==> src/rtc_params.svh <==
// constants of the real-time clock mode and event status block
// Functional notes
// - advance time once per second while not held
// - hold bit stops updates, clearing resumes them
// - periodic enable gates periodic events onto interrupt
// - alarm enable gates alarm events onto interrupt
// - update enable gates update-ended events onto interrupt
// - format bit: one binary, zero bcd
// - daylight enable adjusts hour at programmed hours
// - formats convert only at access, storage unchanged
// - format changes apply at next access
// - request bit is any enabled flag set
// - status read clears request and all flags
// - periodic flag sticky regardless of its enable
// - alarm flag sticky regardless of its enable
// - update flag sticky regardless of its enable
// - time stable over 999 ms after update
// - self-reset clears all but itself, self-clears
`ifndef RTC_PARAMS_SVH
`define RTC_PARAMS_SVH

// ------------------------------------------------------------
// register indices (byte address is four times the index)
// ------------------------------------------------------------
`define RTC_IDX_SECONDS 6'h00
`define RTC_IDX_MINUTES 6'h02
`define RTC_IDX_HOURS 6'h04
`define RTC_IDX_MODE_CTRL 6'h0b
`define RTC_IDX_EVENT_STAT 6'h0c
`define RTC_IDX_DST_FWD_HOUR 6'h20
`define RTC_IDX_DST_BWD_HOUR 6'h21
`define RTC_IDX_BLOCK_CTRL 6'h22

// ------------------------------------------------------------
// mode control fields
// ------------------------------------------------------------
`define RTC_B_HOLD 7
`define RTC_B_PIE 6
`define RTC_B_AIE 5
`define RTC_B_UIE 4
`define RTC_B_DM 2
`define RTC_B_HR24 1
`define RTC_B_DSE 0
`define RTC_MODE_WMASK 8'hf7
`define RTC_MODE_RESET 8'h00

// ------------------------------------------------------------
// event status fields
// ------------------------------------------------------------
`define RTC_C_IRQF 7
`define RTC_C_FLAGS_HI 6
`define RTC_C_FLAGS_LO 4
`define RTC_EN_HI 6
`define RTC_EN_LO 4

// ------------------------------------------------------------
// block control, time limits, bus answers
// ------------------------------------------------------------
`define RTC_BC_SOFT_RST 0
`define RTC_SEC_MAX 6'd59
`define RTC_MIN_MAX 6'd59
`define RTC_HOUR_MAX 5'd23
`define RTC_HOUR_NOON 5'd12
`define RTC_HOUR_PM_BIT 7
`define RTC_RESP_OKAY 2'b00
`define RTC_RESP_SLVERR 2'b10
`define RTC_CLK_HZ 125000000
`define RTC_UPDATE_PERIOD_MS 1000
`define RTC_MS_PER_S 1000

`endif

==> src/rtc_pkg.sv <==
// types of the real-time clock mode and event status block
package rtc_pkg;

    // ------------------------------------------------------------
    // whole state of the top module
    // ------------------------------------------------------------
    typedef struct packed {
        logic awready;       // write address ready
        logic wready;        // write data ready
        logic aw_held;       // write address captured
        logic w_held;        // write data captured
        logic [5:0] aw_idx;  // captured write index
        logic [7:0] wdata;   // captured write byte
        logic wstrb0;        // captured low lane strobe
        logic bvalid;        // write response valid
        logic [1:0] bresp;   // write response code
        logic arready;       // read address ready
        logic rvalid;        // read data valid
        logic [7:0] rdata;   // read data byte
        logic [1:0] rresp;   // read response code
        logic [7:0] mode;    // clock mode control
        logic [2:0] flags;   // periodic, alarm, update flags
        logic irq;           // interrupt output
        logic [26:0] presc;  // one-second prescaler
        logic [5:0] sec;     // seconds, binary
        logic [5:0] min;     // minutes, binary
        logic [4:0] hour;    // hours 0..23, binary
        logic [4:0] dst_fwd; // forward hour
        logic [4:0] dst_bwd; // backward hour
        logic dst_bwd_done;  // backward step taken today
        logic soft_rst;      // self-reset request
    } rtc_state_t;

endpackage : rtc_pkg

==> src/rtc_mode_and_event_status.sv <==
// mode control, time keeping and event status of the real-time clock
`timescale 1ns/1ps
`include "rtc_params.svh"
module rtc_mode_and_event_status #(
    // cycles per second update, shorten for simulation
    parameter int unsigned SEC_CYCLES =
        `RTC_CLK_HZ / `RTC_MS_PER_S * `RTC_UPDATE_PERIOD_MS
) (
    input wire logic i_clk,              // 125 MHz clock
    input wire logic i_rst_n,            // synchronous reset, low
    // axi4-lite write address
    input wire logic i_awvalid,
    output logic o_awready,
    input wire logic [7:0] i_awaddr,
    input wire logic [2:0] i_awprot,
    // axi4-lite write data
    input wire logic i_wvalid,
    output logic o_wready,
    input wire logic [31:0] i_wdata,
    input wire logic [3:0] i_wstrb,
    // axi4-lite write response
    output logic o_bvalid,
    input wire logic i_bready,
    output logic [1:0] o_bresp,
    // axi4-lite read address
    input wire logic i_arvalid,
    output logic o_arready,
    input wire logic [7:0] i_araddr,
    input wire logic [2:0] i_arprot,
    // axi4-lite read data
    output logic o_rvalid,
    input wire logic i_rready,
    output logic [31:0] o_rdata,
    output logic [1:0] o_rresp,
    // event sources from the rate and alarm logic
    input wire logic i_periodic_evt,     // one-cycle pulse
    input wire logic i_alarm_evt,        // one-cycle pulse
    // level interrupt
    output logic o_irq
);
    import rtc_pkg::*;

    // ------------------------------------------------------------
    // state and wires
    // ------------------------------------------------------------
    rtc_state_t st_r;                 // registered state
    rtc_state_t st_nxt;               // next state
    rtc_state_t st_rst;               // reset image
    logic [7:0] rd_raw;               // internal value at read index
    logic rd_is_hour;                 // read targets the hours
    logic [7:0] rd_host;              // value as host sees it
    logic [7:0] wr_int;               // written value, internal form
    logic [5:0] rd_idx;               // read index

    assign rd_idx = i_araddr[7:2];
    assign rd_is_hour = (rd_idx == `RTC_IDX_HOURS);

    // ------------------------------------------------------------
    // read presentation
    // ------------------------------------------------------------
    // raw internal value picked for conversion
    always_comb begin
        unique case (rd_idx)
            `RTC_IDX_SECONDS: rd_raw = {2'b00, st_r.sec};
            `RTC_IDX_MINUTES: rd_raw = {2'b00, st_r.min};
            `RTC_IDX_HOURS: rd_raw = {3'b000, st_r.hour};
            `RTC_IDX_DST_FWD_HOUR: rd_raw = {3'b000, st_r.dst_fwd};
            `RTC_IDX_DST_BWD_HOUR: rd_raw = {3'b000, st_r.dst_bwd};
            default: rd_raw = 8'h00;
        endcase
    end

    // current mode bits used at the moment of access
    rtc_present_conv #(.TO_HOST(1'b1)) u_rd_conv (
        .i_val(rd_raw),
        .i_binary(st_r.mode[`RTC_B_DM]),
        .i_hr24(st_r.mode[`RTC_B_HR24]),
        .i_is_hour(rd_is_hour || rd_idx == `RTC_IDX_DST_FWD_HOUR
            || rd_idx == `RTC_IDX_DST_BWD_HOUR),
        .o_val(rd_host)
    );

    // ------------------------------------------------------------
    // write interpretation
    // ------------------------------------------------------------
    // written time values are decoded once into binary storage
    rtc_present_conv #(.TO_HOST(1'b0)) u_wr_conv (
        .i_val(st_r.wdata),
        .i_binary(st_r.mode[`RTC_B_DM]),
        .i_hr24(st_r.mode[`RTC_B_HR24]),
        .i_is_hour(st_r.aw_idx == `RTC_IDX_HOURS
            || st_r.aw_idx == `RTC_IDX_DST_FWD_HOUR
            || st_r.aw_idx == `RTC_IDX_DST_BWD_HOUR),
        .o_val(wr_int)
    );

    // ------------------------------------------------------------
    // reset image
    // ------------------------------------------------------------
    // every field at its quiet value, ready raised for the bus
    always_comb begin
        st_rst = '0;
        st_rst.awready = 1'b1;
        st_rst.wready = 1'b1;
        st_rst.arready = 1'b1;
        st_rst.mode = `RTC_MODE_RESET;
    end

    // ------------------------------------------------------------
    // next state
    // ------------------------------------------------------------
    always_comb begin
        logic tick;            // one-second boundary
        logic do_write;        // both write halves present
        logic rd_take;         // read address taken now
        logic rd_stat;         // the event status is being read
        logic wr_stat_clr;     // write-one clear of event flags
        logic [2:0] ev;        // events this cycle
        logic [2:0] enabled;   // flags passing their enables
        logic [7:0] stat_byte; // event status as read
        tick = 1'b0;
        do_write = 1'b0;
        rd_take = 1'b0;
        rd_stat = 1'b0;
        wr_stat_clr = 1'b0;
        ev = 3'b000;
        enabled = 3'b000;
        stat_byte = 8'h00;
        st_nxt = st_r;

        // self-reset pulse: restore all but the request, which drops
        if (st_r.soft_rst) begin
            st_nxt = st_rst;
        end else begin
            // --- write channel capture, either order ---
            if (i_awvalid && st_r.awready) begin
                st_nxt.aw_held = 1'b1;
                st_nxt.aw_idx = i_awaddr[7:2];
                st_nxt.awready = 1'b0;
            end
            if (i_wvalid && st_r.wready) begin
                st_nxt.w_held = 1'b1;
                st_nxt.wdata = i_wdata[7:0];
                st_nxt.wstrb0 = i_wstrb[0];
                st_nxt.wready = 1'b0;
            end
            do_write = st_r.aw_held && st_r.w_held && !st_r.bvalid;

            // --- one-second prescaler ---
            if (st_r.presc == 27'(SEC_CYCLES - 1)) begin
                st_nxt.presc = '0;
                tick = 1'b1;
            end else begin
                st_nxt.presc = st_r.presc + 27'd1;
            end

            // --- time advance, suppressed while held ---
            if (tick && !st_r.mode[`RTC_B_HOLD]) begin
                ev[0] = 1'b1;
                if (st_r.sec >= `RTC_SEC_MAX) begin
                    st_nxt.sec = '0;
                    if (st_r.min >= `RTC_MIN_MAX) begin
                        st_nxt.min = '0;
                        if (st_r.hour >= `RTC_HOUR_MAX) begin
                            st_nxt.hour = '0;
                            st_nxt.dst_bwd_done = 1'b0;
                        end else begin
                            st_nxt.hour = st_r.hour + 5'd1;
                        end
                        // daylight step on the hour boundary
                        if (st_r.mode[`RTC_B_DSE]) begin
                            if (st_nxt.hour == st_r.dst_fwd) begin
                                st_nxt.hour =
                                    (st_nxt.hour >= `RTC_HOUR_MAX)
                                    ? 5'd0 : st_nxt.hour + 5'd1;
                            end else if (st_nxt.hour == st_r.dst_bwd
                                && !st_r.dst_bwd_done) begin
                                // step back once, hour repeats
                                st_nxt.hour = (st_nxt.hour == 5'd0)
                                    ? `RTC_HOUR_MAX : st_nxt.hour - 5'd1;
                                st_nxt.dst_bwd_done = 1'b1;
                            end
                        end
                    end else begin
                        st_nxt.min = st_r.min + 6'd1;
                    end
                end else begin
                    st_nxt.sec = st_r.sec + 6'd1;
                end
            end
            // next change is a full second away, so values stay stable

            // --- register write, after the time advance ---
            if (do_write) begin
                st_nxt.bvalid = 1'b1;
                st_nxt.bresp = `RTC_RESP_OKAY;
                if (st_r.wstrb0) begin
                    unique case (st_r.aw_idx)
                        `RTC_IDX_SECONDS: st_nxt.sec = wr_int[5:0];
                        `RTC_IDX_MINUTES: st_nxt.min = wr_int[5:0];
                        `RTC_IDX_HOURS: st_nxt.hour = wr_int[4:0];
                        `RTC_IDX_MODE_CTRL: begin
                            // reserved bit stays zero
                            st_nxt.mode = st_r.wdata
                                & `RTC_MODE_WMASK;
                        end
                        `RTC_IDX_EVENT_STAT: begin
                            wr_stat_clr = 1'b1;
                        end
                        `RTC_IDX_DST_FWD_HOUR: begin
                            st_nxt.dst_fwd = wr_int[4:0];
                        end
                        `RTC_IDX_DST_BWD_HOUR: begin
                            st_nxt.dst_bwd = wr_int[4:0];
                        end
                        `RTC_IDX_BLOCK_CTRL: begin
                            st_nxt.soft_rst =
                                st_r.wdata[`RTC_BC_SOFT_RST];
                        end
                        default: st_nxt.bresp = `RTC_RESP_SLVERR;
                    endcase
                end else if (!(st_r.aw_idx == `RTC_IDX_SECONDS
                    || st_r.aw_idx == `RTC_IDX_MINUTES
                    || st_r.aw_idx == `RTC_IDX_HOURS
                    || st_r.aw_idx == `RTC_IDX_MODE_CTRL
                    || st_r.aw_idx == `RTC_IDX_EVENT_STAT
                    || st_r.aw_idx == `RTC_IDX_DST_FWD_HOUR
                    || st_r.aw_idx == `RTC_IDX_DST_BWD_HOUR
                    || st_r.aw_idx == `RTC_IDX_BLOCK_CTRL)) begin
                    // unmapped index answers an error
                    st_nxt.bresp = `RTC_RESP_SLVERR;
                end
            end

            // --- write response retire ---
            if (st_r.bvalid && i_bready) begin
                st_nxt.bvalid = 1'b0;
                st_nxt.aw_held = 1'b0;
                st_nxt.w_held = 1'b0;
                st_nxt.awready = 1'b1;
                st_nxt.wready = 1'b1;
            end

            // --- read channel ---
            rd_take = i_arvalid && st_r.arready;
            enabled = st_r.flags
                & st_r.mode[`RTC_EN_HI:`RTC_EN_LO];
            stat_byte[`RTC_C_IRQF] = |enabled;
            stat_byte[`RTC_C_FLAGS_HI:`RTC_C_FLAGS_LO] = st_r.flags;
            if (rd_take) begin
                st_nxt.arready = 1'b0;
                st_nxt.rvalid = 1'b1;
                st_nxt.rresp = `RTC_RESP_OKAY;
                unique case (rd_idx)
                    `RTC_IDX_SECONDS,
                    `RTC_IDX_MINUTES,
                    `RTC_IDX_HOURS,
                    `RTC_IDX_DST_FWD_HOUR,
                    `RTC_IDX_DST_BWD_HOUR: begin
                        st_nxt.rdata = rd_host;
                    end
                    `RTC_IDX_MODE_CTRL: st_nxt.rdata = st_r.mode;
                    `RTC_IDX_EVENT_STAT: begin
                        st_nxt.rdata = stat_byte;
                        rd_stat = 1'b1;
                    end
                    `RTC_IDX_BLOCK_CTRL: begin
                        st_nxt.rdata = {7'h00, st_r.soft_rst};
                    end
                    default: begin
                        st_nxt.rdata = 8'h00;
                        st_nxt.rresp = `RTC_RESP_SLVERR;
                    end
                endcase
            end
            if (st_r.rvalid && i_rready) begin
                st_nxt.rvalid = 1'b0;
                st_nxt.arready = 1'b1;
            end

            // --- event flags: clear by read or write-one, set wins ---
            ev[2] = i_periodic_evt;
            ev[1] = i_alarm_evt;
            if (rd_stat) begin
                st_nxt.flags = 3'b000;
            end
            if (wr_stat_clr) begin
                st_nxt.flags = st_nxt.flags & ~st_r.wdata[6:4];
            end
            st_nxt.flags = st_nxt.flags | ev;

            // --- interrupt level from enabled flags ---
            st_nxt.irq = |(st_nxt.flags
                & st_nxt.mode[`RTC_EN_HI:`RTC_EN_LO]);
        end
    end

    // ------------------------------------------------------------
    // state register
    // ------------------------------------------------------------
    always_ff @(posedge i_clk) begin
        if (!i_rst_n) begin
            st_r <= st_rst;
        end else begin
            st_r <= st_nxt;
        end
    end

    // ------------------------------------------------------------
    // outputs straight from flip-flops
    // ------------------------------------------------------------
    assign o_awready = st_r.awready;
    assign o_wready = st_r.wready;
    assign o_bvalid = st_r.bvalid;
    assign o_bresp = st_r.bresp;
    assign o_arready = st_r.arready;
    assign o_rvalid = st_r.rvalid;
    assign o_rdata = {24'h00_0000, st_r.rdata};
    assign o_rresp = st_r.rresp;
    assign o_irq = st_r.irq;

endmodule : rtc_mode_and_event_status

==> src/rtc_present_conv.sv <==
// converts a time value between internal binary and host presentation
`timescale 1ns/1ps
`include "rtc_params.svh"
module rtc_present_conv #(
    parameter bit TO_HOST = 1'b1 // one: internal to host, zero: reverse
) (
    input wire logic [7:0] i_val,   // value to convert
    input wire logic i_binary,      // one binary, zero bcd
    input wire logic i_hr24,        // one 24-hour, zero 12-hour
    input wire logic i_is_hour,     // value is an hour
    output logic [7:0] o_val        // converted value
);

    // ------------------------------------------------------------
    // conversion
    // ------------------------------------------------------------
    // one pass of combinational logic, no storage touched
    always_comb begin
        logic [7:0] num;
        logic [7:0] dec;
        logic pm;
        num = 8'h00;
        dec = 8'h00;
        pm = 1'b0;
        if (TO_HOST) begin
            num = i_val;
            // 12-hour: 0 shows as 12, afternoon flagged
            if (i_is_hour && !i_hr24) begin
                pm = (i_val >= 8'(`RTC_HOUR_NOON));
                if (pm) begin
                    num = i_val - 8'(`RTC_HOUR_NOON);
                end
                if (num == 8'h00) begin
                    num = 8'(`RTC_HOUR_NOON);
                end
            end
            // bcd digits when not binary
            dec = i_binary ? num : {4'(num / 8'd10), 4'(num % 8'd10)};
            o_val = dec | {pm, 7'h00};
        end else begin
            // strip the afternoon flag only for a 12-hour hour
            pm = i_is_hour && !i_hr24 && i_val[`RTC_HOUR_PM_BIT];
            dec = pm ? {1'b0, i_val[6:0]} : i_val;
            num = i_binary ? dec : 8'(dec[7:4] * 8'd10 + {4'h0, dec[3:0]});
            if (i_is_hour && !i_hr24) begin
                if (num == 8'(`RTC_HOUR_NOON)) begin
                    num = 8'h00;
                end
                num = pm ? num + 8'(`RTC_HOUR_NOON) : num;
            end
            o_val = num;
        end
    end

endmodule : rtc_present_conv
==> config.mk <==
export PLATFORM = sky130hd
export DESIGN_NAME = rtc_mode_and_event_status
export DESIGN_NICKNAME = d
export VERILOG_FILES = /design/src/rtc_pkg.sv /design/src/rtc_mode_and_event_status.sv /design/src/rtc_present_conv.sv
export VERILOG_INCLUDE_DIRS = /design/src
export SDC_FILE = /design/constraint.sdc
export NUM_CORES = 1
export LEC_CHECK = 0
export BUFFER_PORTS_ARGS = -buffer_cell sky130_fd_sc_hd__buf_2
export CAP_MARGIN = 30
export CELL_PAD_IN_SITES_DETAIL_PLACEMENT = 1
export CELL_PAD_IN_SITES_GLOBAL_PLACEMENT = 1
export CORE_UTILIZATION = 40
export DETAILED_ROUTE_END_ITERATION = 10
export PLACE_DENSITY_LB_ADDON = 0.1
export SETUP_SLACK_MARGIN = 0.15
export SYNTH_ARGS = -nofsm -noshare
export SYNTH_HDL_FRONTEND = slang
export SYNTH_SLANG_ARGS = --single-unit
==> constraint.sdc <==
create_clock -name i_clk -period 5.3 [get_ports i_clk]
set_clock_uncertainty 0.1 [all_clocks]
set_input_delay 0.53 -clock i_clk [delete_from_list [all_inputs] [get_ports i_clk]]
set_output_delay 0.53 -clock i_clk [all_outputs]
set_load 0.02 [all_outputs]
Word-level counts from Yosys, hierarchy flattened
Cells that the tools add are included.
Word-level totals
  input bits: 67
  flip-flop bits (word level): 102
Cells by class
  magnitude comparators: 5
  bitwise logic cells: 10
  muxes and demuxes: 63
  reduce and logical (&&, ||, !) cells: 48
  div/mod/pow operators: 2
  add/subtract/negate cells: 9
  eq/ne operators: 18
  multipliers: 1
Operators with widths (number)
  8-bit 2-to-1 mux: 11
  5-bit 2-to-1 mux: 14
  27-bit 2-to-1 mux: 2
  6-bit 2-to-1 mux: 8
  6-bit == test, second input constant: 6
  6-bit one-hot mux with 5 select lines: 1
  27-bit by 1-bit adder with 27-bit output, second input constant: 1
  27-bit == test, second input constant: 1
  6-bit by 4-bit == test with 1-bit output, second input constant: 4
  8-bit one-hot mux with 3 select lines: 1
  17-bit 2-to-1 mux: 1
  1-bit 2-to-1 mux: 16
  8-bit OR reduction: 2
  3-bit OR reduction: 5
  6-bit by 1-bit adder with 6-bit output, second input constant: 2
  6-bit by 2-bit == test with 1-bit output, second input constant: 2
  6-bit by 3-bit == test with 1-bit output, second input constant: 2
  6-bit >= comparator, second input constant: 2
  1-bit logical AND: 12
  6-bit logical NOT: 2
  3-bit 2-to-1 mux: 4
  3-bit AND reduction: 4
  1-bit logical OR: 11
  11-bit 2-to-1 mux: 1
  other kinds (24): 41

Depth between registers and ports, before layout
Gate-level depths: netlist of run 1.
  depth in word-level cells: 18
  depth in mapped cells: 19

Cells and area by module
From an unflattened synthesis of run 1, not the netlist that was laid out.
Second synthesis, totals
  cells, all modules: 915
  area, all modules: 7099.3 sq um
By module, submodules not included
  rtc_mode_and_event_status: area an instance 5466.5 sq um, sequential area each 1981.9 sq um, cells each 682, instances 1
  rtc_present_conv at u_rd_conv: area an instance 1006.0 sq um, sequential area each 0.0 sq um, cells each 150, instances 1
  rtc_present_conv at u_wr_conv: area an instance 626.9 sq um, sequential area each 0.0 sq um, cells each 83, instances 1

Least setup slack after synthesis of run 1
No wires, ideal clock.
  path kind: input-to-reg
  start: input i_araddr[2]
  end: register st_r, in the netlist o_rdata[2]
  setup slack: 0.945 ns
  arrival: 4.170 ns
  path buffers: 2
  cell stages on the path: 19
  path through: buf_2 -> or4b_1 -> nor3_2 -> a211oi_2 -> inv_2 -> ha_1 -> nand2b_1 -> o32a_2 -> a221oi_1 -> o221ai_1 -> o21a_1 -> clkbuf_1 -> o211ai_1 -> o21ai_0 -> ha_1 -> nor3_1 -> o211a_1 -> o21ai_0 -> a211oi_1
Between the ends
  longest elaborated chain between the ends: 12
  elaborated cells on any way between the ends: 23
  classes of those cells: add/sub: 1; div: 1; order compare: 1; eq/ne: 6; mux: 7; bitwise: 1; reduce/logical: 6
Ends and longest elaborated chain
  start, declared: line rtc_mode_and_event_status.sv:28  | input wire logic [7:0] i_araddr,
  6-bit == test, or another cell as far along: line rtc_mode_and_event_status.sv:63, rtc_mode_and_event_status.sv:254
  6-bit one-hot mux with 5 select lines: line rtc_mode_and_event_status.sv:63  | unique case (rd_idx)
  6-bit by 4-bit subtractor with 7-bit output / 6-bit by 4-bit >= comparator with 1-bit output (equally long branches): line rtc_present_conv.sv:31, rtc_present_conv.sv:29
  8-bit 2-to-1 mux: line rtc_present_conv.sv:30  | if (pm) begin
  8-bit 2-to-1 mux: line rtc_present_conv.sv:28  | if (i_is_hour && !i_hr24) begin
  8-bit logical NOT: line rtc_present_conv.sv:33  | if (num == 8'h00) begin
  8-bit 2-to-1 mux: line rtc_present_conv.sv:33
  8-bit 2-to-1 mux: line rtc_present_conv.sv:28
  8-bit by 4-bit remainder unit with 8-bit output: line rtc_present_conv.sv:38  | dec = i_binary ? num : {4'(num / 8'd10), 4'(num % 8'd10)};
  8-bit 2-to-1 mux: line rtc_present_conv.sv:38
  8-bit OR: line rtc_present_conv.sv:39  | o_val = dec | {pm, 7'h00};
  8-bit one-hot mux with 3 select lines *: line rtc_mode_and_event_status.sv:254  | unique case (rd_idx)
  end signal, assigned: line rtc_mode_and_event_status.sv:303  | st_r <= st_rst;
  end signal, assigned: line rtc_mode_and_event_status.sv:305  | st_r <= st_nxt;
  end, declared: line rtc_mode_and_event_status.sv:46  | rtc_state_t st_r;
Every way passes the cells marked *; elsewhere a longest branch is shown, timed or not. The select of a mux whose other input is x is not followed.
A chain may end at the register's enable or synchronous reset.

Worst setup path in the final report of run 1
  start: register st_r[61] (netlist name)
  end: register st_r[26] (netlist name)
Between the ends
  longest elaborated chain between the ends: 16
Ends and longest elaborated chain
  1-bit logical NOT *: line rtc_present_conv.sv:42, rtc_present_conv.sv:45
  1-bit logical AND *: line rtc_present_conv.sv:42, rtc_present_conv.sv:45
  1-bit logical AND: line rtc_present_conv.sv:42  | pm = i_is_hour && !i_hr24 && i_val[`RTC_HOUR_PM_BIT];
  8-bit 2-to-1 mux: line rtc_present_conv.sv:43  | dec = pm ? {1'b0, i_val[6:0]} : i_val;
  4-bit by 3-bit multiplier with 7-bit output: line rtc_present_conv.sv:44  | num = i_binary ? dec : 8'(dec[7:4] * 8'd10 + {4'h0, dec[3:0]});
  8-bit by 4-bit adder with 8-bit output: line rtc_present_conv.sv:44
  8-bit 2-to-1 mux: line rtc_present_conv.sv:44
  8-bit by 4-bit == test with 1-bit output: line rtc_present_conv.sv:46  | if (num == 8'(`RTC_HOUR_NOON)) begin
  6-bit 2-to-1 mux: line rtc_present_conv.sv:46
  6-bit 2-to-1 mux: line rtc_present_conv.sv:45  | if (i_is_hour && !i_hr24) begin
  6-bit by 4-bit adder with 6-bit output: line rtc_present_conv.sv:49  | num = pm ? num + 8'(`RTC_HOUR_NOON) : num;
  6-bit 2-to-1 mux: line rtc_present_conv.sv:49
  6-bit 2-to-1 mux *: line rtc_present_conv.sv:45
  6-bit 2-to-1 mux *: line rtc_mode_and_event_status.sv:198  | unique case (st_r.aw_idx)
  27-bit 2-to-1 mux *: line rtc_mode_and_event_status.sv:197  | if (st_r.wstrb0) begin
  27-bit 2-to-1 mux *: line rtc_mode_and_event_status.sv:194  | if (do_write) begin
Marked as above.

==> impl_metrics.toml, run 1 <==
[run_status]
status = "finished, final reports clean"

[global_route]
top_usage_layer = "met2"
grt-ovfl-total = 0
first_global_vias = 6191
grt.total_usage = 0.234
grt_max_degree = 55
met2_usage = 0.394
grt_pass1_wl_mm = 31.3
antenna_found_initial = 0
gr-usage-met3 = 0.0258
grtUsageMet1 = 0.309

[clock_tree]
postCtsHoldBufs = 0
cts_tree = "yes"
cts_resized = 0
cts_made_buffers = 9
cts_root_buf = "clkbuf_16"
clk_latency_ps = 360
cts.sinks = 99
cts.path.max_buffers = 2
htree_levels = 3
postCtsSetupBuffers = 0
clk_pin_slew_ps = 70

[timing]
drv_slew = 0
worstMarginPinSlew_ps = 962
tns_ps = 0
min_period_ps = 4630
post-route-period-util = 0.873
clock.fmax_mhz = 216
rsz0062_at_grt = "false"
setup_viol = 0
fin_hold_ws_ps = 284
timing.final.hold_violations = 0
slew_headroom = 0.358

[floorplanning]
start_util = 0.413
fp-row-count = 46
num_io_pins = 109
core_area_sq_um = 15900
die_y_um = 130
die-width_um = 130
dieArea_sq_um = 17000

[power_and_ir_drop]
p_clk_frac = 0.425
p_int_mw = 1.19
seq_power_share = 0.471
irDropWorstVdd_mv = 0.148
pwr-share-comb = 0.104
sw_frac_of_total = 0.283
power.switching_mw = 0.470
power.density_nw_per_um2 = 233
cellLeakagePower_nw = 2.67

[logic_synthesis]
async_flop_share = 0
yosysSeqAreaShare = 0.301
synth_top_area_frac = 0.301
synthTopCellsByArea = "dfxtp_1 30%, nor2_1 5.8%, nand2_1 4.7%"
ys.flop_type = "dfxtp_1"
syn_inst = 847
synth_common_cells = "102 x nor2_1, 99 x dfxtp_1, 83 x nand2_1"
synth.distinct_cells = 80
yosysWarnings = 0
synth_edf_count = 0
yosysMostFrequentCell = "nor2_1"
avgSynthCellArea_sq_um = 7.77
synth_top_area_cell = "dfxtp_1"
syn_area_sq_um = 6580
ys_ff_latch = 99

[critical_path]
timing.rr.start = "st_r[61]$_SDFFE_PP0P_"
crit_type = "flip-flop to flip-flop"
crit_arrival_ps = 4800
ff2ff_setup_slack_ps = 670
reg2reg_to = "st_r[26]$_SDFF_PP0_"
cp-start-kind = "flip-flop"
crit_path_end_kind = "flip-flop"
r2r_cells = 16
cp_max_fo = 6
cp.required_ps = 5470

[routing]
vias = 6181
viasPerCell = 5.70
dr.pass1.iters = 4
drt_iter0_drc = 253
wl_per_cell_um = 17.6
route.detailed.drc = 0
routed_wl_mm = 19.1
ant_nets = 0

[place]
portBuffers = 45
place.gp.congestion = 0.871
dp_hpwl_mm = 14.3

[layout]
final_nets = 948
largest_register = "st_r"
largest_register_ffs = 83
drive_gt1_frac = 0.119
syn_to_final_growth_pct = 8.41
diodes = 0
fillers = 2002

[min_path]
timing.hold.worst_endpoint = "o_wready$_SDFFE_PP1P_"
hold_class = "input pin to flip-flop"
hold_path_startpoint = "i_wvalid"
min_path_cells = 2

[run]
maxCapViolCount = 0
==> stage by stage <==
stage | total power [mW] | utilization | cell area (sq um) | instances | setup slack (ps)
floorplan | 0.934 | - | 6670 | 872 | 945
global placement | 0.966 | 0.427 | 6810 | 1066 | 533
detailed placement | 0.974 | 0.427 | 6820 | 1067 | 357
CTS | 1.67 | 0.447 | 7120 | 1083 | 655
global route | 1.73 | 0.447 | 7130 | 1084 | 186
finish | 1.66 | 0.447 | 7130 | 1084 | 671
==> layer usage <==
metal / part of all wire / vias to the layer above / wire [um]
li1: - / 3050 / -
met1: 0.47 / 3008 / 8990
met2: 0.48 / 102 / 9220
met3: 0.028 / 21 / 533
met4: 0.016 / 0 / 308
met5: 0 / - / 0
==> area by class of cell <==
type | instances | area [sq um] | area share
multi-input combinational | 674 | 4180 | 0.585
sequential | 99 | 1980 | 0.278
timing repair buffer | 57 | 313 | 0.0439
tap | 216 | 270 | 0.0379
clock buffer | 9 | 225 | 0.0316
clock inverter | 7 | 83.8 | 0.0118
inverter | 22 | 82.6 | 0.0116
==> logic make-up (layout without fill, tap and decap cells) <==
kind of cell,after synthesis,in the layout,share of synthesized area
AND/OR/NAND/NOR,348,348,0.262
AO/OA/AOI/OAI,210,210,0.218
flip-flops,99,99,0.301
buffers and inverters,99,95,0.0787
XOR/XNOR,44,44,0.0586
multiplexers,26,26,0.0409
adder cells (fa/ha/maj),20,20,0.0396
other,1,26,0.000570
==> how the worst max path moves through the flow <==
stage,start,end,slack [ps],depth (start not counted)
after global routing,st_r[61]$_SDFFE_PP0P_,st_r[15]$_SDFF_PP0_,190,16
final,st_r[61]$_SDFFE_PP0P_,st_r[26]$_SDFF_PP0_,670,16
after CTS,st_r[61]$_SDFFE_PP0P_,st_r[15]$_SDFF_PP0_,650,16
after detailed placement,i_araddr[3],o_rdata[3]$_SDFFE_PP0P_,360,17
after global placement,i_araddr[3],o_rdata[2]$_SDFFE_PP0P_,530,17
after floorplan,i_araddr[2],o_rdata[2]$_SDFFE_PP0P_,940,19
==> layout by cell type (no fill, tap or decap), types with 4 or more instances in the layout <==
master and instances:
o21a_1 8, xnor2_1 20, a31oi_1 13, and2_1 6, nor3_1 29, o221ai_1 5, nand4_1 18, conb_1 26
nor2_1 102, dfxtp_1 99, nand3b_1 4, and3_1 11, a21boi_0 5, or3_1 10, a221oi_1 6, a21oi_1 62
a21o_1 8, o211ai_1 11, a32oi_1 4, buf_2 46, mux2_2 7, ha_1 16, mux2i_1 19, nor4_1 8
a211oi_1 15, nand3_1 35, buf_4 10, xor2_1 24, a22oi_1 4, inv_1 21, nor4b_1 4, clkbuf_16 9
o21ai_0 31, nor3b_1 6, nor2b_1 7, nand2_1 83
==> critical path, cell delays in order, from the launching register on <==
cell and delay [ps]:
dfxtp_1 410, nor4_1 360, o21a_1 220, nor2_1 90, ha_1 290, ha_1 240
fa_1 550, o211ai_1 140, a31oi_1 160, a31oi_1 60, o31a_1 250, o211ai_1 300
nand2_1 110, ha_1 300, o22ai_1 580, nor2_1 120, a211oi_1 250
==> power by group through the flow <==
stage	logic, mW	registers, mW	clock network [mW]
CTS	0.174	0.783	0.718
global route	0.192	0.787	0.752
detailed placement	0.173	0.801	0
floorplan	0.142	0.792	0
global placement	0.167	0.799	0
finish	0.173	0.783	0.706
Power figures use the tool's default switching activity.
==> inputs of run 2 (changes only) <==
- ABC_AREA: default -> 1
==> run 2 against run 1 <==
Net effect:
- via count is 3.1% higher
- setup slack lost 7.8 ps
- synthesized cell count is 15% higher
- clock-buffer cell count stayed put
- clock power down 1%
- sequential share of layout area rose by 0.29 points
- routed wire length fell by 1.4%
- critical path type unchanged
==> impl_metrics.toml, run 2 <==
[run_status]
status = "finished, final reports clean"

[floorplanning]
fp-row-count = 46
start_util = 0.410
num_io_pins = 109
dieArea_sq_um = 16700
core_area_sq_um = 15800
die_y_um = 129
die-width_um = 129

[logic_synthesis]
syn_inst = 977
yosysWarnings = 0
async_flop_share = 0
yosysMostFrequentCell = "nand2_1"
ys_ff_latch = 99
synth_edf_count = 0
synth_common_cells = "169 x nand2_1, 135 x inv_1, 125 x nor2_1"
syn_area_sq_um = 6480
synth_top_area_frac = 0.306
ys.flop_type = "dfxtp_1"
synth.distinct_cells = 49
synthTopCellsByArea = "dfxtp_1 31%, nand2_1 9.8%, inv_1 7.8%"
yosysSeqAreaShare = 0.306
synth_top_area_cell = "dfxtp_1"
avgSynthCellArea_sq_um = 6.64

[layout]
syn_to_final_growth_pct = 8.84
drive_gt1_frac = 0.108
diodes = 0
largest_register = "st_r"
most-common-layout-cells = "169 x nand2_1, 135 x inv_1, 125 x nor2_1, 99 x dfxtp_1, 76 x a21oi_1"
final_nets = 1093
final_common_cell = "nand2_1"
largest_register_ffs = 83

[timing]
rsz0062_at_grt = "false"
fin_hold_ws_ps = 304
slew_headroom = 0.350
clock.fmax_mhz = 216
timing.final.hold_violations = 0
post-route-period-util = 0.875
worstMarginPinSlew_ps = 973
drv_slew = 0
tns_ps = 0
setup_viol = 0
min_period_ps = 4640
fin_ws_ps = 663

[clock_tree]
cts_made_buffers = 9
cts_tree = "yes"
clk_latency_ps = 360
cts.path.max_buffers = 2
clk_pin_slew_ps = 70
cts_root_buf = "clkbuf_16"
postCtsSetupBuffers = 0
postCtsHoldBufs = 0
cts.sinks = 99
cts_resized = 0
htree_levels = 3

[place]
place_ws_ps = 659
portBuffers = 45
place.gp.congestion = 0.834
dp_hpwl_mm = 14.7

[critical_path]
slowest_delay_ps = 540
cp_max_fo = 5
crit_type = "flip-flop to flip-flop"
crit_buf_inv = 5
ff2ff_setup_slack_ps = 660
crit_path_frequent_cell = "nand2_1"
crit_path_end_kind = "flip-flop"
cpLargestDelayFamily = "adder cells"
crit_arrival_ps = 4840
slowest_stage = "fa_1"
cp-start-kind = "flip-flop"
cp.required_ps = 5500

[routing]
routed_wl_mm = 18.8
ant_nets = 0
dr.pass1.iters = 4
vias = 6373
route.detailed.drc = 0
drt_iter0_drc = 257
viasPerCell = 5.19
wl_per_cell_um = 15.3

[global_route]
antenna_found_initial = 0
grt_max_degree = 40
grt_pass1_wl_mm = 30.9
grt-ovfl-total = 0
grt.total_usage = 0.236
first_global_vias = 6212

[run]
maxCapViolCount = 0

[power_and_ir_drop]
irDropWorstVdd_mv = 0.166
power.density_nw_per_um2 = 239
cellLeakagePower_nw = 3.00

[min_path]
hold_class = "input pin to flip-flop"
## run 2: cells by family after synthesis
family | count (synthesis) | synth area share
adders and majority gates | 18 | 0.0370
DFF | 99 | 0.306
and+or+nand+nor | 444 | 0.315
other | 1 | 0.000578
buffers and inverters | 195 | 0.137
AOI/OAI and AO/OA | 198 | 0.175
xor gates and xnor gates | 22 | 0.0297
## run 2: worst min-delay path: stages
cell and delay (ps):
buf_2 70, a21oi_1 70, nand2_1 60
## run 2: per-layer routing
| layer | share of wire | track usage |
|---|---|---|
| met2 | 0.46 | 0.400 |
| met3 | 0.028 | 0.0396 |
| met1 | 0.49 | 0.312 |
| met4 | 0.016 | 0.0581 |
| met5 | 0 | 0 |
## run 2: final timing paths
check | start | to | cells after the start
worst max register to register | st_r[92]$_SDFFE_PP0P_ | st_r[26]$_SDFF_PP0_ | 27
worst min-delay path | i_rready | o_arready$_SDFFE_PP1P_ | 3
worst max-delay path | st_r[92]$_SDFFE_PP0P_ | st_r[26]$_SDFF_PP0_ | 27
worst min register to register | st_r[29]$_SDFF_PP0_ | st_r[29]$_SDFF_PP0_ | 1
## run 2: layout make-up
type / instances / area (sq um)
Inverter: 141 / 529
Sequential cell: 99 / 1980
Timing Repair Buffer: 49 / 255
Tap cell: 216 / 270
Fill cell: 2158 / 8770
Multi-Input combinational cell: 708 / 3710
Clock buffer: 9 / 225
Clock inverter: 7 / 86.3
## run 2: report_power, final
| group | switching (mW) | internal, mW |
|---|---|---|
| sequential | 0.0177 | 0.763 |
| combinational | 0.152 | 0.0590 |
| clock | 0.321 | 0.376 |
## run 2: through the flow
stage	cell area (sq um)	utilization	instances	power [mW]
global route	7060	0.446	1229	1.77
floorplan	6580	-	1002	0.956
CTS	7060	0.446	1229	1.71
global placement	6750	0.426	1213	1.00
finish	7060	0.446	1229	1.69
detailed placement	6750	0.426	1213	1.01
